===== src/shared/mscan_pkg.sv =====
package mscan_pkg;

  // Register map of the serial-port register space
  localparam logic [7:0] SCAN_SELECT_ADDR  = 8'h0C;  // Channel scan select register
  localparam logic [7:0] SCAN_SELECT_RESET = 8'h0A;  // Reset value: channels A to F
  localparam logic [7:0] SCAN_SELECT_WMASK = 8'h4F;  // Implemented bits; the rest read 0
  localparam int         SCAN_CODE_LSB     = 0;      // Mux code field, low bit
  localparam int         SCAN_CODE_W       = 4;      // Mux code field width
  localparam int         KEEP_POWERED_BIT  = 6;      // Keep unselected channels powered

  // Mux codes
  localparam logic [3:0] CODE_ALL_AMPLIFIED = 4'hA;  // Channels A to F
  localparam logic [3:0] CODE_ALL_WITH_AUX  = 4'hB;  // Channels A to F plus auxiliary
  localparam logic [3:0] CODE_AUX_ONLY      = 4'hC;  // Auxiliary channel alone
  localparam logic [3:0] CODE_AUX_BASE      = 4'h6;  // First code of the "A.. plus aux" set

  // Channel numbering: scan order is index order, auxiliary last
  localparam int         NUM_CHANNELS = 7;
  localparam logic [2:0] CHAN_A       = 3'h0;
  localparam logic [2:0] CHAN_AUX     = 3'h6;
  localparam logic [6:0] MASK_A_ONLY  = 7'h01;
  localparam logic [6:0] MASK_AUX     = 7'h40;
  localparam logic [6:0] MASK_A_TO_F  = 7'h3F;

  // Converter
  localparam int SAMPLE_W        = 12;  // Result width
  localparam int PIPE_STAGES     = 11;  // Pipeline stages, two code bits each
  localparam int OUTPUT_LATENCY  = 7;   // Sample clocks from sampling to bus

  // Gain table, channel gain in dB per gain code
  localparam logic [5:0] GAIN_DB_MIN  = 6'h10;  // 16 dB
  localparam logic [5:0] GAIN_DB_STEP = 6'h06;  // 6 dB per code step, 34 dB at code 3

  // Filter cutoff scaling, multiplier in tenths per scale code 0..6
  localparam logic [3:0] CUTOFF_TENTHS_MIN = 4'h7;  // 0.7 times default
  localparam logic [2:0] CUTOFF_CODE_MAX   = 3'h6;  // 1.3 times default
  localparam logic [3:0] CUTOFF_TENTHS_NOM = 4'hA;  // 1.0 times default
  localparam logic [2:0] CUTOFF_DIV_THIRD  = 3'h3;  // Default cutoff: clock / 3
  localparam logic [2:0] CUTOFF_DIV_FOURTH = 3'h4;  // Default cutoff: clock / 4

  // Duty-cycle stabilizer lock time, in sample clock cycles
  localparam logic [3:0] DCS_LOCK_CYCLES = 4'h8;

  // Sequencer run state
  typedef enum logic [1:0] {
    MS_DOWN = 2'b00,
    MS_SCAN = 2'b01
  } mscan_state_t;

endpackage


===== src/shared/mscan_dline_if.sv =====
`timescale 1ns/10ps
// Carries tagged samples into and out of the latency line
interface mscan_dline_if;
  import mscan_pkg::*;
  logic                in_valid;   // A sample was taken this clock
  logic [2:0]          in_chan;    // Channel that was sampled
  logic [SAMPLE_W-1:0] in_code;    // Corrected result of that sample
  logic                in_marker;  // Sample opens a frame
  logic                out_valid;  // Delayed valid
  logic [2:0]          out_chan;   // Delayed channel
  logic [SAMPLE_W-1:0] out_code;   // Delayed result
  logic                out_marker; // Delayed frame marker
  modport feeder (output in_valid, in_chan, in_code, in_marker,
                  input  out_valid, out_chan, out_code, out_marker);
  modport line   (input  in_valid, in_chan, in_code, in_marker,
                  output out_valid, out_chan, out_code, out_marker);
endinterface


===== src/hw/mscan_latency_line.sv =====
`timescale 1ns/10ps
// Fixed-length delay line; every stage is a register, so the tail is registered
module mscan_latency_line
  import mscan_pkg::*;
#(
  parameter int DEPTH = OUTPUT_LATENCY - 1  // Stages; the caller adds one capture stage
) (
  // Clock and reset
  input wire logic     sys_clk,
  input wire logic     resetn,
  // Tagged samples
  mscan_dline_if.line  dl
);

  localparam int WORD_W = SAMPLE_W + 5;  // Code, channel, marker, valid

  logic [WORD_W-1:0] stage [DEPTH];      // Delay stages

  // Stage 0 takes the new sample, every later stage its neighbour
  genvar gi;
  generate
    for (gi = 0; gi < DEPTH; gi++) begin : g_stage
      always_ff @(posedge sys_clk or negedge resetn) begin
        if (!resetn) begin
          stage[gi] <= '0;
        end else if (gi == 0) begin
          stage[gi] <= {dl.in_valid, dl.in_marker, dl.in_chan, dl.in_code};
        end else begin
          stage[gi] <= stage[(gi == 0) ? 0 : gi - 1];
        end
      end
    end
  endgenerate

  // Tail of the line
  assign dl.out_code   = stage[DEPTH-1][SAMPLE_W-1:0];
  assign dl.out_chan   = stage[DEPTH-1][SAMPLE_W+2:SAMPLE_W];
  assign dl.out_marker = stage[DEPTH-1][SAMPLE_W+3];
  assign dl.out_valid  = stage[DEPTH-1][SAMPLE_W+4];

endmodule


===== src/hw/mscan_sequencer.sv =====
`timescale 1ns/10ps
module mscan_sequencer
  import mscan_pkg::*;
#(
  parameter int STAGES = PIPE_STAGES  // Converter pipeline stages, two code bits each
) (
  // Clock and reset
  input  wire logic                  sys_clk,
  input  wire logic                  resetn,
  // Register port from the serial interface
  input  wire logic                  reg_wr_en,
  input  wire logic                  reg_rd_en,
  input  wire logic [7:0]            reg_addr,
  input  wire logic [7:0]            reg_wr_data,
  output      logic [7:0]            reg_rd_data,
  // Settings decoded by the serial interface
  input  wire logic                  impedance_high_setting,
  input  wire logic [1:0]            gain_code,
  input  wire logic                  cutoff_quarter_setting,
  input  wire logic [2:0]            cutoff_scale_code,
  input  wire logic                  filter_tuning_setting,
  input  wire logic                  stabilizer_enable_setting,
  input  wire logic                  power_down_setting,
  input  wire logic                  clock_rate_changed,
  // Device pins
  input  wire logic                  impedance_select_pin,
  input  wire logic                  first_channel_force_pin,
  input  wire logic                  aux_force_pin,
  input  wire logic                  full_power_down_pin,
  // Converter pipeline stage codes, first stage in the top bits
  input  wire logic [2*STAGES-1:0]   stage_codes,
  // Analog control
  output      logic [2:0]            mux_channel,
  output      logic [NUM_CHANNELS-1:0] channel_powered,
  output      logic                  converter_powered,
  output      logic                  impedance_high,
  output      logic [5:0]            channel_gain_db,
  output      logic [2:0]            cutoff_divisor,
  output      logic [3:0]            cutoff_scale_tenths,
  output      logic                  filter_tuning_on,
  output      logic                  duty_cycle_stabilizer,
  // Status
  output      logic                  stabilizer_locked,
  output      logic [2:0]            enabled_count,
  // Parallel sample bus
  output      logic [SAMPLE_W-1:0]   sample_data,
  output      logic                  sample_valid,
  output      logic                  sample_settled,
  output      logic [2:0]            sample_channel,
  output      logic                  channel_a_frame_marker
);

  // Pin synchronisers, two stages each
  logic [3:0]            pin_meta;          // First stage, read only by the second
  logic [3:0]            pin_sync;          // Second stage, safe to use
  logic                  impedance_select_pin_s;            // Impedance pin, synchronised
  logic                  force_a_s;         // Channel A force pin, synchronised
  logic                  force_aux_s;       // Aux force pin, synchronised
  logic                  full_power_down_pin_s;            // Power-down pin, synchronised

  // Register and derived scan configuration
  logic [7:0]            channel_scan_select;  // Scan select register
  logic [6:0]            code_mask;         // Channels named by the mux code
  logic [6:0]            scan_mask;         // Channels actually scanned
  logic                  marker_allowed;    // More than a lone A or aux channel

  // Sequencer
  mscan_state_t          state;             // Run state
  mscan_state_t          next_state;        // Next run state
  logic [2:0]            next_channel;      // Channel to sample on the next clock
  logic                  first_of_scan;     // Current channel is the first enabled one

  // Converter word and stabilizer
  logic [SAMPLE_W:0]     combined;          // Sum of stage codes, one guard bit
  logic [SAMPLE_W-1:0]   corrected;         // Saturated result
  logic [3:0]            lock_count;        // Cycles since the last rate change or fresh enable, held at the lock count
  logic                  stab_enable_d;     // Stabilizer enable, one clock late

  // Latency line carrier
  mscan_dline_if         dl ();

  // Two-flop synchronisers for all asynchronous pins
  always_ff @(posedge sys_clk or negedge resetn) begin
    if (!resetn) begin
      pin_meta <= 4'h0;
      pin_sync <= 4'h0;
    end else begin
      pin_meta <= {full_power_down_pin, aux_force_pin, first_channel_force_pin,
                   impedance_select_pin};
      pin_sync <= pin_meta;
    end
  end

  assign impedance_select_pin_s      = pin_sync[0];
  assign force_a_s   = pin_sync[1];
  assign force_aux_s = pin_sync[2];
  assign full_power_down_pin_s      = pin_sync[3];

  // Scan select register; reserved bits are never stored, so they read zero
  always_ff @(posedge sys_clk or negedge resetn) begin
    if (!resetn) begin
      channel_scan_select <= SCAN_SELECT_RESET;
    end else if (reg_wr_en && (reg_addr == SCAN_SELECT_ADDR)) begin
      channel_scan_select <= reg_wr_data & SCAN_SELECT_WMASK;
    end
  end

  // Read back; unmapped addresses answer zero
  always_ff @(posedge sys_clk or negedge resetn) begin
    if (!resetn) begin
      reg_rd_data <= 8'h00;
    end else if (reg_rd_en) begin
      reg_rd_data <= (reg_addr == SCAN_SELECT_ADDR) ? channel_scan_select : 8'h00;
    end
  end

  // Decode the mux code into a channel mask
  // Auxiliary sits at the highest index, so it always closes a scan
  always_comb begin
    logic [3:0] code;
    code      = channel_scan_select[SCAN_CODE_LSB +: SCAN_CODE_W];
    code_mask = MASK_A_ONLY;
    case (code)
      CODE_ALL_AMPLIFIED: code_mask = MASK_A_TO_F;
      CODE_ALL_WITH_AUX:  code_mask = MASK_A_TO_F | MASK_AUX;
      CODE_AUX_ONLY:      code_mask = MASK_AUX;
      4'h0, 4'h1, 4'h2, 4'h3, 4'h4, 4'h5: begin
        // A up to the channel the code names
        code_mask = 7'((8'h02 << code) - 8'h01);
      end
      4'h6, 4'h7, 4'h8, 4'h9: begin
        // A up to a channel, plus auxiliary last
        code_mask = 7'((8'h02 << (code - CODE_AUX_BASE)) - 8'h01) | MASK_AUX;
      end
      default: code_mask = MASK_A_ONLY;
    endcase
  end

  // Force pins override the register; aux force outranks channel A force
  always_comb begin
    if (force_aux_s) begin
      scan_mask = MASK_AUX;
    end else if (force_a_s) begin
      scan_mask = MASK_A_ONLY;
    end else begin
      scan_mask = code_mask;
    end
  end

  // Marker only makes sense when a frame holds more than one channel
  assign marker_allowed = (scan_mask != MASK_A_ONLY) && (scan_mask != MASK_AUX);

  // Number of scanned channels: each channel sees the clock divided by it
  always_comb begin
    logic [2:0] cnt;
    cnt = 3'h0;
    for (int i = 0; i < NUM_CHANNELS; i++) begin
      cnt = cnt + {2'b00, scan_mask[i]};
    end
    enabled_count = cnt;
  end

  // Next enabled channel after the current one, wrapping to the lowest
  // A mask change mid-scan simply continues from the current position
  always_comb begin
    logic found;
    logic [2:0] lowest;
    found        = 1'b0;
    lowest       = CHAN_A;
    next_channel = CHAN_A;
    for (int i = NUM_CHANNELS - 1; i >= 0; i--) begin
      if (scan_mask[i]) begin
        lowest = 3'(i);
      end
    end
    for (int i = NUM_CHANNELS - 1; i >= 0; i--) begin
      if (scan_mask[i] && (3'(i) > mux_channel)) begin
        next_channel = 3'(i);
        found        = 1'b1;
      end
    end
    if (!found) begin
      next_channel = lowest;
    end
  end

  // First enabled channel opens the scan; it is A whenever A is scanned
  always_comb begin
    logic any_lower;
    any_lower = 1'b0;
    for (int i = 0; i < NUM_CHANNELS; i++) begin
      if (scan_mask[i] && (3'(i) < mux_channel)) begin
        any_lower = 1'b1;
      end
    end
    first_of_scan = !any_lower;
  end

  // Run state: the power-down pin or setting stops the scan entirely
  always_comb begin
    next_state = state;
    case (state)
      MS_DOWN: begin
        if (!full_power_down_pin_s && !power_down_setting) begin
          next_state = MS_SCAN;
        end
      end
      MS_SCAN: begin
        if (full_power_down_pin_s || power_down_setting) begin
          next_state = MS_DOWN;
        end
      end
      default: next_state = MS_DOWN;
    endcase
  end

  always_ff @(posedge sys_clk or negedge resetn) begin
    if (!resetn) begin
      state <= MS_DOWN;
    end else begin
      state <= next_state;
    end
  end

  // Mux pointer: one clock on each channel, moved on the sampling edge
  always_ff @(posedge sys_clk or negedge resetn) begin
    if (!resetn) begin
      mux_channel <= CHAN_A;
    end else if (state == MS_SCAN) begin
      mux_channel <= next_channel;
    end else begin
      // Park on the first enabled channel, never on a dead one
      mux_channel <= scan_mask[CHAN_A] ? CHAN_A : next_channel;
    end
  end

  // Channel power: unselected stages off unless the keep-powered bit is set
  always_comb begin
    for (int i = 0; i < NUM_CHANNELS; i++) begin
      channel_powered[i] = (state == MS_SCAN) &&
                           (scan_mask[i] || channel_scan_select[KEEP_POWERED_BIT]);
    end
  end

  assign converter_powered = (state == MS_SCAN);

  // Combine the stage codes; each stage carries weight of half its predecessor
  // The overlap between stages is what lets the sum correct early decisions
  always_comb begin
    logic [SAMPLE_W:0] acc;
    acc = '0;
    for (int i = 0; i < STAGES; i++) begin
      acc = acc + ((SAMPLE_W+1)'(stage_codes[2*(STAGES-1-i) +: 2]) << (STAGES-1-i));
    end
    combined = acc;
  end

  // Clip to full scale rather than wrap at the top code
  assign corrected = combined[SAMPLE_W] ? {SAMPLE_W{1'b1}} : combined[SAMPLE_W-1:0];

  // Feed the line with the sample taken on this rising edge
  assign dl.in_valid  = (state == MS_SCAN);
  assign dl.in_chan   = mux_channel;
  assign dl.in_code   = corrected;
  assign dl.in_marker = (state == MS_SCAN) && first_of_scan &&
                        (mux_channel == CHAN_A) && marker_allowed;

  // Six stages in the line plus the output register make seven clocks
  mscan_latency_line #(
    .DEPTH (OUTPUT_LATENCY - 1)
  ) u_line (
    .sys_clk (sys_clk),
    .resetn  (resetn),
    .dl      (dl)
  );

  // Output register drives the parallel bus
  always_ff @(posedge sys_clk or negedge resetn) begin
    if (!resetn) begin
      sample_data            <= '0;
      sample_valid           <= 1'b0;
      sample_channel         <= CHAN_A;
      channel_a_frame_marker <= 1'b0;
    end else begin
      sample_data            <= dl.out_code;
      sample_valid           <= dl.out_valid;
      sample_channel         <= dl.out_chan;
      channel_a_frame_marker <= dl.out_marker;
    end
  end

  // Stabilizer lock counter, restarted by a rate change or a fresh enable
  always_ff @(posedge sys_clk or negedge resetn) begin
    if (!resetn) begin
      stab_enable_d <= 1'b0;
    end else begin
      stab_enable_d <= stabilizer_enable_setting;
    end
  end

  always_ff @(posedge sys_clk or negedge resetn) begin
    if (!resetn) begin
      lock_count <= 4'h0;
    end else if (clock_rate_changed ||
                 (stabilizer_enable_setting && !stab_enable_d)) begin
      lock_count <= 4'h0;
    end else if (lock_count != DCS_LOCK_CYCLES) begin
      lock_count <= lock_count + 4'h1;
    end
  end

  // Data is settled once locked, or at once when the stabilizer is off
  assign stabilizer_locked     = (lock_count == DCS_LOCK_CYCLES);
  assign duty_cycle_stabilizer = stabilizer_enable_setting;
  assign sample_settled        = sample_valid &&
                                 (stabilizer_locked || !stabilizer_enable_setting);

  // Input impedance: the pin can only raise it, never lower it
  assign impedance_high = impedance_select_pin_s || impedance_high_setting;

  // Gain: 16 dB plus 6 dB per code step, 34 dB at the top code
  assign channel_gain_db = GAIN_DB_MIN + 6'(gain_code * GAIN_DB_STEP);

  // Default cutoff divisor of the sample clock
  assign cutoff_divisor = cutoff_quarter_setting ? CUTOFF_DIV_FOURTH
                                                 : CUTOFF_DIV_THIRD;

  // Scale codes beyond the last multiplier fall back to unity
  assign cutoff_scale_tenths = (cutoff_scale_code <= CUTOFF_CODE_MAX) ?
                               CUTOFF_TENTHS_MIN + {1'b0, cutoff_scale_code} :
                               CUTOFF_TENTHS_NOM;

  // Tuning follows its setting, but only while scanning; nothing else may start it,
  // and power-down stops it. The setting is expected to reset to off.
  assign filter_tuning_on = filter_tuning_setting && (state == MS_SCAN);

endmodule


===== config.mk =====
export PLATFORM = sky130hd
export DESIGN_NAME = mscan_sequencer
export DESIGN_NICKNAME = d
export VERILOG_FILES = /design/src/shared/mscan_pkg.sv /design/src/shared/mscan_dline_if.sv /design/src/hw/mscan_latency_line.sv /design/src/hw/mscan_sequencer.sv
export SDC_FILE = /design/constraint.sdc
export NUM_CORES = 1
export LEC_CHECK = 0
export BUFFER_PORTS_ARGS = -buffer_cell sky130_fd_sc_hd__buf_4
export CORE_UTILIZATION = 54
export DETAILED_ROUTE_END_ITERATION = 12
export MAX_ROUTING_LAYER = met4
export PLACE_DENSITY_LB_ADDON = 0.12
export SYNTH_ARGS = -nofsm -noshare
export SYNTH_HDL_FRONTEND = slang
export SYNTH_SLANG_ARGS = --single-unit

===== constraint.sdc =====
create_clock -name sys_clk -period 6.95 [get_ports sys_clk]
set_input_delay 1.39 -clock sys_clk [delete_from_list [all_inputs] [get_ports sys_clk]]
set_output_delay 1.39 -clock sys_clk [all_outputs]
set_load 0.02 [all_outputs]

==> out/metrics.csv, run 1 <==
metric;value;unit
Layout Utilization;0.715;
most common cell after layout, fill and taps aside;dfrtp_1;
number of global-route vias before repair;3367;
Main synth FF type;dfrtp_1;
Critical Path Start;channel_scan_select[3];
DRT Pass-1 Iters;4;
Syn Std Cell Area;0.00558;mm²
clk_skew;0.00915;ns
min Tclk post-route;6.72;ns
vias per cell;4.98;
Yosys reg bits;146;
Least-Margin Pin Slew;0.851;ns
Top Ports;114;
Fillers;671;
share of layout cells above drive strength 1;0.331;
hold_ws;0.341;ns
relative slew slack;0.433;
Peak VDD IR;0.218;mV
CP startpoint kind;register;
Finished Layout Cells;668;
Avg Inst Size Synth;13.7;µm²
Initial Util;0.563;
worst hold path type;reg -> reg;
pre-CTS setup slack;0.492;ns
FP Rows;36;
htree depth;4;
cts hold-fix bufs;0;
met3 routed wirelength;380;µm
routed wl met2;4940;µm
CTS clk-pin slew, worst paths;0.07;ns
Tot GR Track Use;0.197;
Worst Hold Launch;pin_meta[2];
Crit Path Category;reg -> out;
first-pass GRT wire length;15900;µm
Syn Inst Count;406;
Die Area;0.0107;mm²
reg-to-reg startpoint;channel_scan_select[3];
HPWL after detailed placement;6030;µm
top layer in use;met4;
Antenna Diode Count;0;
final setup fails;0;
Synth warnings;0;
Max Root-Sink Buffers;2;
count of pins over their slew limit;0;
Setup WS post-layout;0.228;ns
DR vias;3325;
Root Buffer Master;clkbuf_8;
status;completed;
CTS tree;built;
M1 WL;4200;µm
WP data arrival;5.33;ns
Cells after DPL;633;
antenna violations before repair;0;
largest net degree at the start of global routing;100;
FFs w/ async S/R, synth;1.00;
fin nets;605;
crit end category;primary output;
DRT Wirelength;9560;µm
Sum Neg Setup Slack;0;ns
CP Max Fanout;18;
drc violations;0;
Seq/Total Area, Yosys;0.655;
Routed Antenna Nets;0;
Lkg Pwr;0.00334;µW
Clock Sinks;146;
Hold Violations, Final;0;
Peak Freq;149;MHz
Worst-Skew Late Latency;0.51;ns
Routability Congestion;0.790;
RSZ-0062 raised after global routing;no;
port bufs;106;
core box area;0.00991;mm²
CP required;5.56;ns
Post-synth EDFFs;0;
Final Cycle Share;0.967;
DRT iter0 DRCs;101;
area grow syn2layout;27.0;%
pwr dens;303;mW/mm²
Die H;104;µm
routed len/inst;14.3;µm
Congestion Overflow GR;0;
Inserted Clock Buffers;17;
most frequent cells in the layout;143 x dfrtp_1, 110 x buf_4, 36 x inv_1;
Die W;104;µm
Netlist cell types;68;
MaxCap Viol Count;0;
final cells by class:
cell class	count	area, µm²	share of cell area
Clock inverter	15	185	0.0261
Timing Repair Buffer	111	837	0.118
Sequential cell	146	3660	0.517
Clock buffer	17	414	0.0585
Multi-Input combinational cell	210	1690	0.238
Inverter	36	135	0.0191
Tap cell	133	166	0.0235
kinds of logic after synthesis:
family	after synthesis	share of synthesized area
fa+ha+maj	26	0.0637
buf+inv	53	0.0473
simple gates	90	0.0955
compound gates	70	0.0989
other cells	1	0.000672
flops	146	0.655
xor+xnor	10	0.0191
mux	10	0.0195
synthesized netlist by cell type, types with 2 or more instances:
cell type | count | area, µm²
o21ai_0 | 15 | 75.1
nand2_1 | 17 | 63.8
a31oi_1 | 2 | 12.5
nand3b_1 | 4 | 30.0
buf_4 | 9 | 67.6
xor2_1 | 4 | 35.0
and2_1 | 6 | 37.5
mux2i_1 | 3 | 30.0
buf_6 | 4 | 45.0
nor3b_1 | 3 | 22.5
a211oi_1 | 3 | 22.5
or2_2 | 3 | 18.8
a21boi_0 | 5 | 37.5
a21o_1 | 4 | 30.0
xnor2_1 | 5 | 43.8
o21a_1 | 7 | 52.6
a21oi_1 | 9 | 45.0
nor3_1 | 8 | 40.0
dfstp_2 | 2 | 52.6
nand3_1 | 7 | 35.0
fa_1 | 4 | 80.1
o211ai_1 | 3 | 22.5
nor4_4 | 2 | 42.5
or3_1 | 4 | 25.0
nor2b_1 | 7 | 43.8
clkbuf_1 | 3 | 11.3
dfrtp_1 | 144 | 3600
mux2_2 | 7 | 78.8
nor4_1 | 3 | 18.8
ha_1 | 22 | 275
inv_1 | 36 | 135
nor2_1 | 15 | 56.3
critical path, stage by stage, from the launching register on:
cell and delay (ns):
dfstp_4 0.75, xor2_4 0.21, or4b_2 0.61, ha_2 0.26, o21bai_1 0.17, a32oi_1 0.26, nor4_2 0.10, or2_2 0.34
fa_1 0.49, xor2_1 0.19, ha_1 0.30, inv_1 0.06, fa_1 0.42, inv_1 0.09, fa_1 0.39, buf_4 0.17
sequential cells by signal, indices dropped and copies added (netlist names), 3 cells and up:
signal               cells
pin_meta                 4
sample_data             12
sample_channel           3
lock_count               4
u_line.stage            85
reg_rd_data              5
pin_sync                 4
mux_channel              3
channel_scan_select      5
u_line.dl.out_chan       3
u_line.dl.out_code      12
worst paths after layout:
check | end | slack, ns | cells after the start
min | pin_sync[2] | 0.34 | 0
max reg2reg | mux_channel[2] | 3.68 | 9
min reg2reg | pin_sync[2] | 0.34 | 0
max | enabled_count[1] | 0.23 | 15
min in group asynchronous | sample_channel[0] | 0.95 | 1
max in group asynchronous | u_line.stage[71] | 4.87 | 2
power by group:
part	total [µW]	internal, µW	switching [µW]
sequential	1000	958	43.9
combinational	246	109	136
clock	895	500	395
through the flow:
step	cell area (µm²)	total power (µW)
global placement	6440	1240
finish	7080	2140
floorplan	5590	1150
global route	7080	2230
detailed placement	6440	1260
CTS	7050	2170
per-layer routing:
layer  up-vias  global-route usage
li1       1602                   -
met1      1623               0.245
met2        96               0.316
met3         4              0.0491
met4         0              0.0704
met5         -                   -
timing repair:
action	CTS	global route
buffers inserted	0	3
gates resized for setup	2	3
hold endpoints to repair	0	0
pin swaps	0	1
setup endpoints to repair	1	1
Note: power is estimated with default switching activity, not from simulation.
==> inputs of run 2 (changes only) <==
Settings changed: MAX_ROUTING_LAYER met4 to default.
==> out/metrics.csv, run 2 (synthesized netlist as in run 1, its figures left out) <==
metric;value;unit
Root Buffer Master;clkbuf_8;
Sum Neg Setup Slack;0;ns
pwr dens;303;mW/mm²
port bufs;106;
internal power;1570;µW
clk_skew;0.00981;ns
most common cell after layout, fill and taps aside;dfrtp_1;
count of pins over their slew limit;0;
Clock Sinks;146;
Inserted Clock Buffers;17;
Critical Path Start;channel_scan_select[3];
Routability Congestion;0.779;
largest net degree at the start of global routing;100;
Worst-Skew Late Latency;0.52;ns
Die Area;0.0107;mm²
Congestion Overflow GR;0;
DRT Pass-1 Iters;4;
Antenna Diode Count;0;
htree depth;4;
DR vias;3333;
Largest Register;u_line.stage;
area grow syn2layout;27.0;%
Final Cycle Share;0.968;
finished layout cell area;0.00708;mm²
crit end category;primary output;
MaxCap Viol Count;0;
Clock Power Share;0.418;
Crit Path Category;reg -> out;
Max Root-Sink Buffers;2;
Peak VDD IR;0.218;mV
share of layout cells above drive strength 1;0.331;
CTS tree;built;
Least-Margin Pin Slew;0.852;ns
HPWL after detailed placement;6030;µm
fin nets;605;
routed len/inst;14.3;µm
drc violations;0;
status;completed;
final setup fails;0;
Die H;104;µm
area post-placement;0.00644;mm²
Sw Share;0.269;
worst r2r path cells;9;
WP data arrival;5.34;ns
relative slew slack;0.432;
min Tclk post-route;6.73;ns
Comb pwr share;0.115;
CP startpoint kind;register;
CP endpoint;enabled_count[1];
Hold Violations, Final;0;
core box area;0.00991;mm²
number of global-route vias before repair;3368;
reg-to-reg startpoint;channel_scan_select[3];
Finished Layout Cells;668;
vias per cell;4.99;
Die W;104;µm
RSZ-0062 raised after global routing;no;
worst hold path type;reg -> reg;
FF-to-FF setup slack;3.67;ns
antenna violations before repair;0;
Initial Util;0.563;
Fillers;671;
r2r endpoint;mux_channel[2];
FP Rows;36;
CP Max Fanout;18;
CP required;5.56;ns
Cells after DPL;633;
Worst Hold Launch;pin_meta[2];
sequential group share of total power;0.468;
Routed Antenna Nets;0;
DRT Wirelength;9570;µm
DRT iter0 DRCs;122;
CTS clk-pin slew, worst paths;0.07;ns
Peak Freq;149;MHz
Lkg Pwr;0.00334;µW
switching pwr;576;µW
most frequent cells in the layout;143 x dfrtp_1, 110 x buf_4, 36 x inv_1;
Hold Path Cell Cnt;0;
first-pass GRT wire length;15900;µm
max reg flops;85;
Tot GR Track Use;0.191;
Top Ports;114;
Layout Utilization;0.715;
run 2: cell counts in the layout (fill, tap and decap cells not counted):
Identical to the previous run, type by type.
run 2: power by group through the flow:
stage / combinational (µW) / clock [µW] / sequential, µW
floorplan: 127 / 0 / 1020
global placement: 235 / 0 / 1010
detailed placement: 241 / 0 / 1020
CTS: 246 / 914 / 1010
global route: 269 / 948 / 1010
finish: 246 / 895 / 1000
run 2: final cells by class:
class,instances,area [µm²],area share
multi-input combinational,210,1690,0.238
timing repair buffer,111,837,0.118
clock inverter,15,185,0.0261
clock buffer,17,414,0.0585
sequential,146,3660,0.517
inverter,36,135,0.0191
tap,133,166,0.0235
run 2: stage by stage:
stage / setup slack, ns / power (µW) / hold WS, ns
floorplan: 1.02 / 1150 / 0.331
global placement: 0.642 / 1240 / 0.332
detailed placement: 0.492 / 1260 / 0.335
CTS: 0.0348 / 2170 / 0.343
global route: 0.0178 / 2230 / 0.347
finish: 0.220 / 2140 / 0.340
run 2: critical path: stages, from the launching register on:
cell      delay (ns)
dfstp_4         0.75
xor2_4          0.21
or4b_2          0.61
ha_2            0.26
o21bai_1        0.17
a32oi_1         0.26
nor4_2          0.10
or2_2           0.34
fa_1            0.49
xor2_1          0.19
ha_1            0.30
inv_1           0.06
fa_1            0.42
inv_1           0.09
fa_1            0.39
buf_4           0.17
run 2: how the worst min path moves through the flow:
| stage | to | slack [ns] |
|---|---|---|
| after floorplan | channel_a_frame_marker | 0.33 |
| after global placement | sample_data[2] | 0.33 |
| after detailed placement | pin_sync[2] | 0.33 |
| after CTS | pin_sync[2] | 0.34 |
| after global routing | pin_sync[2] | 0.35 |
| final | pin_sync[2] | 0.34 |
run 2: repair_timing:
item                       in CTS  in global routing
pin swaps                       0                  1
setup buffers                   0                  3
gates cloned                    0                  0
hold buffers                    0                  0
gates resized for setup         2                  3
setup endpoints to repair       1                  1
run 2: layer usage:
layer | up-vias | GRT usage | wire length, µm
li1 | 1607 | - | -
met1 | 1618 | 0.245 | 4210
met2 | 97 | 0.315 | 4870
met3 | 11 | 0.0497 | 380
met4 | 0 | 0.0704 | 106
met5 | - | 0 | 0
==> inputs of run 3 (changes only) <==
Settings changed: CAP_MARGIN from default to 15, CORE_UTILIZATION 54 to 41.
Clock period 6.95 ns to 6.2 ns, I/O delays scaled along.
==> out/metrics.csv, run 3 (synthesized netlist as in run 1, its figures left out) <==
metric;value;unit
area grow syn2layout;30.1;%
CTS clk-pin slew, worst paths;0.06;ns
HPWL after detailed placement;6090;µm
max reg flops;85;
min Tclk post-route;6.00;ns
Tot GR Track Use;0.144;
DR vias;3307;
Comb pwr share;0.112;
largest net degree at the start of global routing;75;
Routed Antenna Nets;0;
core box area;0.0132;mm²
DRT iter0 DRCs;152;
CP startpoint kind;register;
routed len/inst;12.7;µm
Crit Path Category;reg -> out;
FP Rows;42;
pre-CTS setup slack;0.162;ns
DRT Wirelength;9140;µm
GRT met3 Usage;0.0487;
Lkg Pwr;0.00341;µW
Die W;119;µm
Largest Register;u_line.stage;
cts hold-fix bufs;0;
most common cell after layout, fill and taps aside;dfrtp_1;
CP Max Fanout;4;
internal power;1900;µW
Inserted Clock Buffers;17;
met2 GRT Util;0.228;
first-pass GRT wire length;15500;µm
CP required;4.96;ns
final setup fails;0;
pwr dens;341;mW/mm²
Worst-Skew Late Latency;0.41;ns
Final Cycle Share;0.969;
share of layout cells above drive strength 1;0.341;
count of pins over their slew limit;0;
GR peak layer;met2;
Hold Violations, Final;0;
met1 Use GR;0.174;
fin nets;612;
MaxCap Viol Count;0;
Max Root-Sink Buffers;2;
drc violations;0;
relative slew slack;0.426;
switching pwr;576;µW
Clock Sinks;146;
Sw Share;0.233;
finished layout cell area;0.00726;mm²
port bufs;106;
Routability Congestion;0.790;
Least-Margin Pin Slew;0.861;ns
CTS tree;built;
Hold Path Cell Cnt;0;
crit end category;primary output;
area post-placement;0.00652;mm²
worst r2r path cells;12;
Peak VDD IR;0.194;mV
Initial Util;0.421;
Root Buffer Master;clkbuf_16;
vias per cell;4.61;
htree depth;4;
DRT Pass-1 Iters;4;
Clock Power Share;0.437;
Die H;119;µm
number of global-route vias before repair;3286;
Antenna Diode Count;0;
most frequent cells in the layout;144 x dfrtp_1, 116 x buf_4, 35 x inv_1;
worst hold path type;reg -> reg;
Setup WS post-layout;0.195;ns
Peak Freq;167;MHz
antenna violations before repair;0;
Congestion Overflow GR;0;
Die Area;0.0141;mm²
status;completed;
clk_skew;0.0121;ns
Top Ports;114;
WP data arrival;4.76;ns
sequential group share of total power;0.451;
-- run 3: cell count changes in the layout (fill, tap and decap cells not counted), sizes merged --
cell | before | now
clkinvlp | 2 | 1
buf | 111 | 118
inv | 45 | 41
bufinv | 1 | 4
clkbuf | 17 | 19
-- run 3: layout make-up --
class	count	area (µm²)
Clock buffer	19	453
Clock inverter	13	194
Fill cell	1155	5980
Inverter	36	135
Multi-Input combinational cell	210	1700
Sequential cell	146	3660
Tap cell	176	220
Timing Repair Buffer	118	897
-- run 3: worst paths after layout --
path,endpoint,slack (ns),startpoint
hold reg to reg,u_line.dl.out_code[2],0.34,u_line.stage[19]
max in group asynchronous,u_line.stage[57],4.08,resetn
min in group asynchronous,sample_data[5],0.83,resetn
setup reg to reg,mux_channel[1],3.01,channel_scan_select[1]
setup / recovery,enabled_count[1],0.20,channel_scan_select[1]
hold / removal,u_line.dl.out_code[2],0.34,u_line.stage[19]
-- run 3: routing by layer --
| metal | vias up | wire, µm |
|---|---|---|
| met5 | - | 0 |
| met4 | 0 | 151 |
| met3 | 12 | 450 |
| met2 | 97 | 4380 |
| met1 | 1586 | 4160 |
| li1 | 1612 | - |
-- run 3: worst max-delay path: stages, from the launching register on --
cell	delay (ns)
dfstp_2	0.57
ha_4	0.17
xor2_4	0.16
or4b_4	0.50
ha_4	0.18
o21bai_1	0.16
a32oi_1	0.24
nor4_2	0.09
or2_4	0.28
fa_1	0.49
xor2_1	0.18
ha_1	0.29
inv_1	0.05
fa_2	0.37
inv_2	0.06
fa_1	0.37
buf_4	0.17
-- run 3: per-stage QoR --
step / cells / power, µW / hold slack [ns] / setup TNS [ns] / utilization
final: 718 / 2480 / 0.343 / 0 / 0.548
after global routing: 718 / 2590 / 0.346 / -0.0109 / 0.548
after CTS: 711 / 2510 / 0.345 / 0 / 0.543
after detailed placement: 679 / 1410 / 0.335 / 0 / 0.492
after global placement: 679 / 1400 / 0.331 / 0 / 0.492
after floorplan: 409 / 1290 / 0.331 / 0 / -
-- run 3: what timing repair did --
item                                    in CTS  in global routing
pin swaps                                    0                  6
resized for setup                            5                  5
endpoints found under the setup margin       2                  1
cloned                                       0                  0
buffers inserted                             0                  7
-- run 3: power by group through the flow --
stage                     clock (µW)  combinational (µW)  sequential [µW]
after detailed placement           0                 275             1130
after CTS                       1110                 277             1120
after global routing            1160                 306             1130
final                           1080                 278             1120
after floorplan                    0                 142             1140
after global placement             0                 270             1130
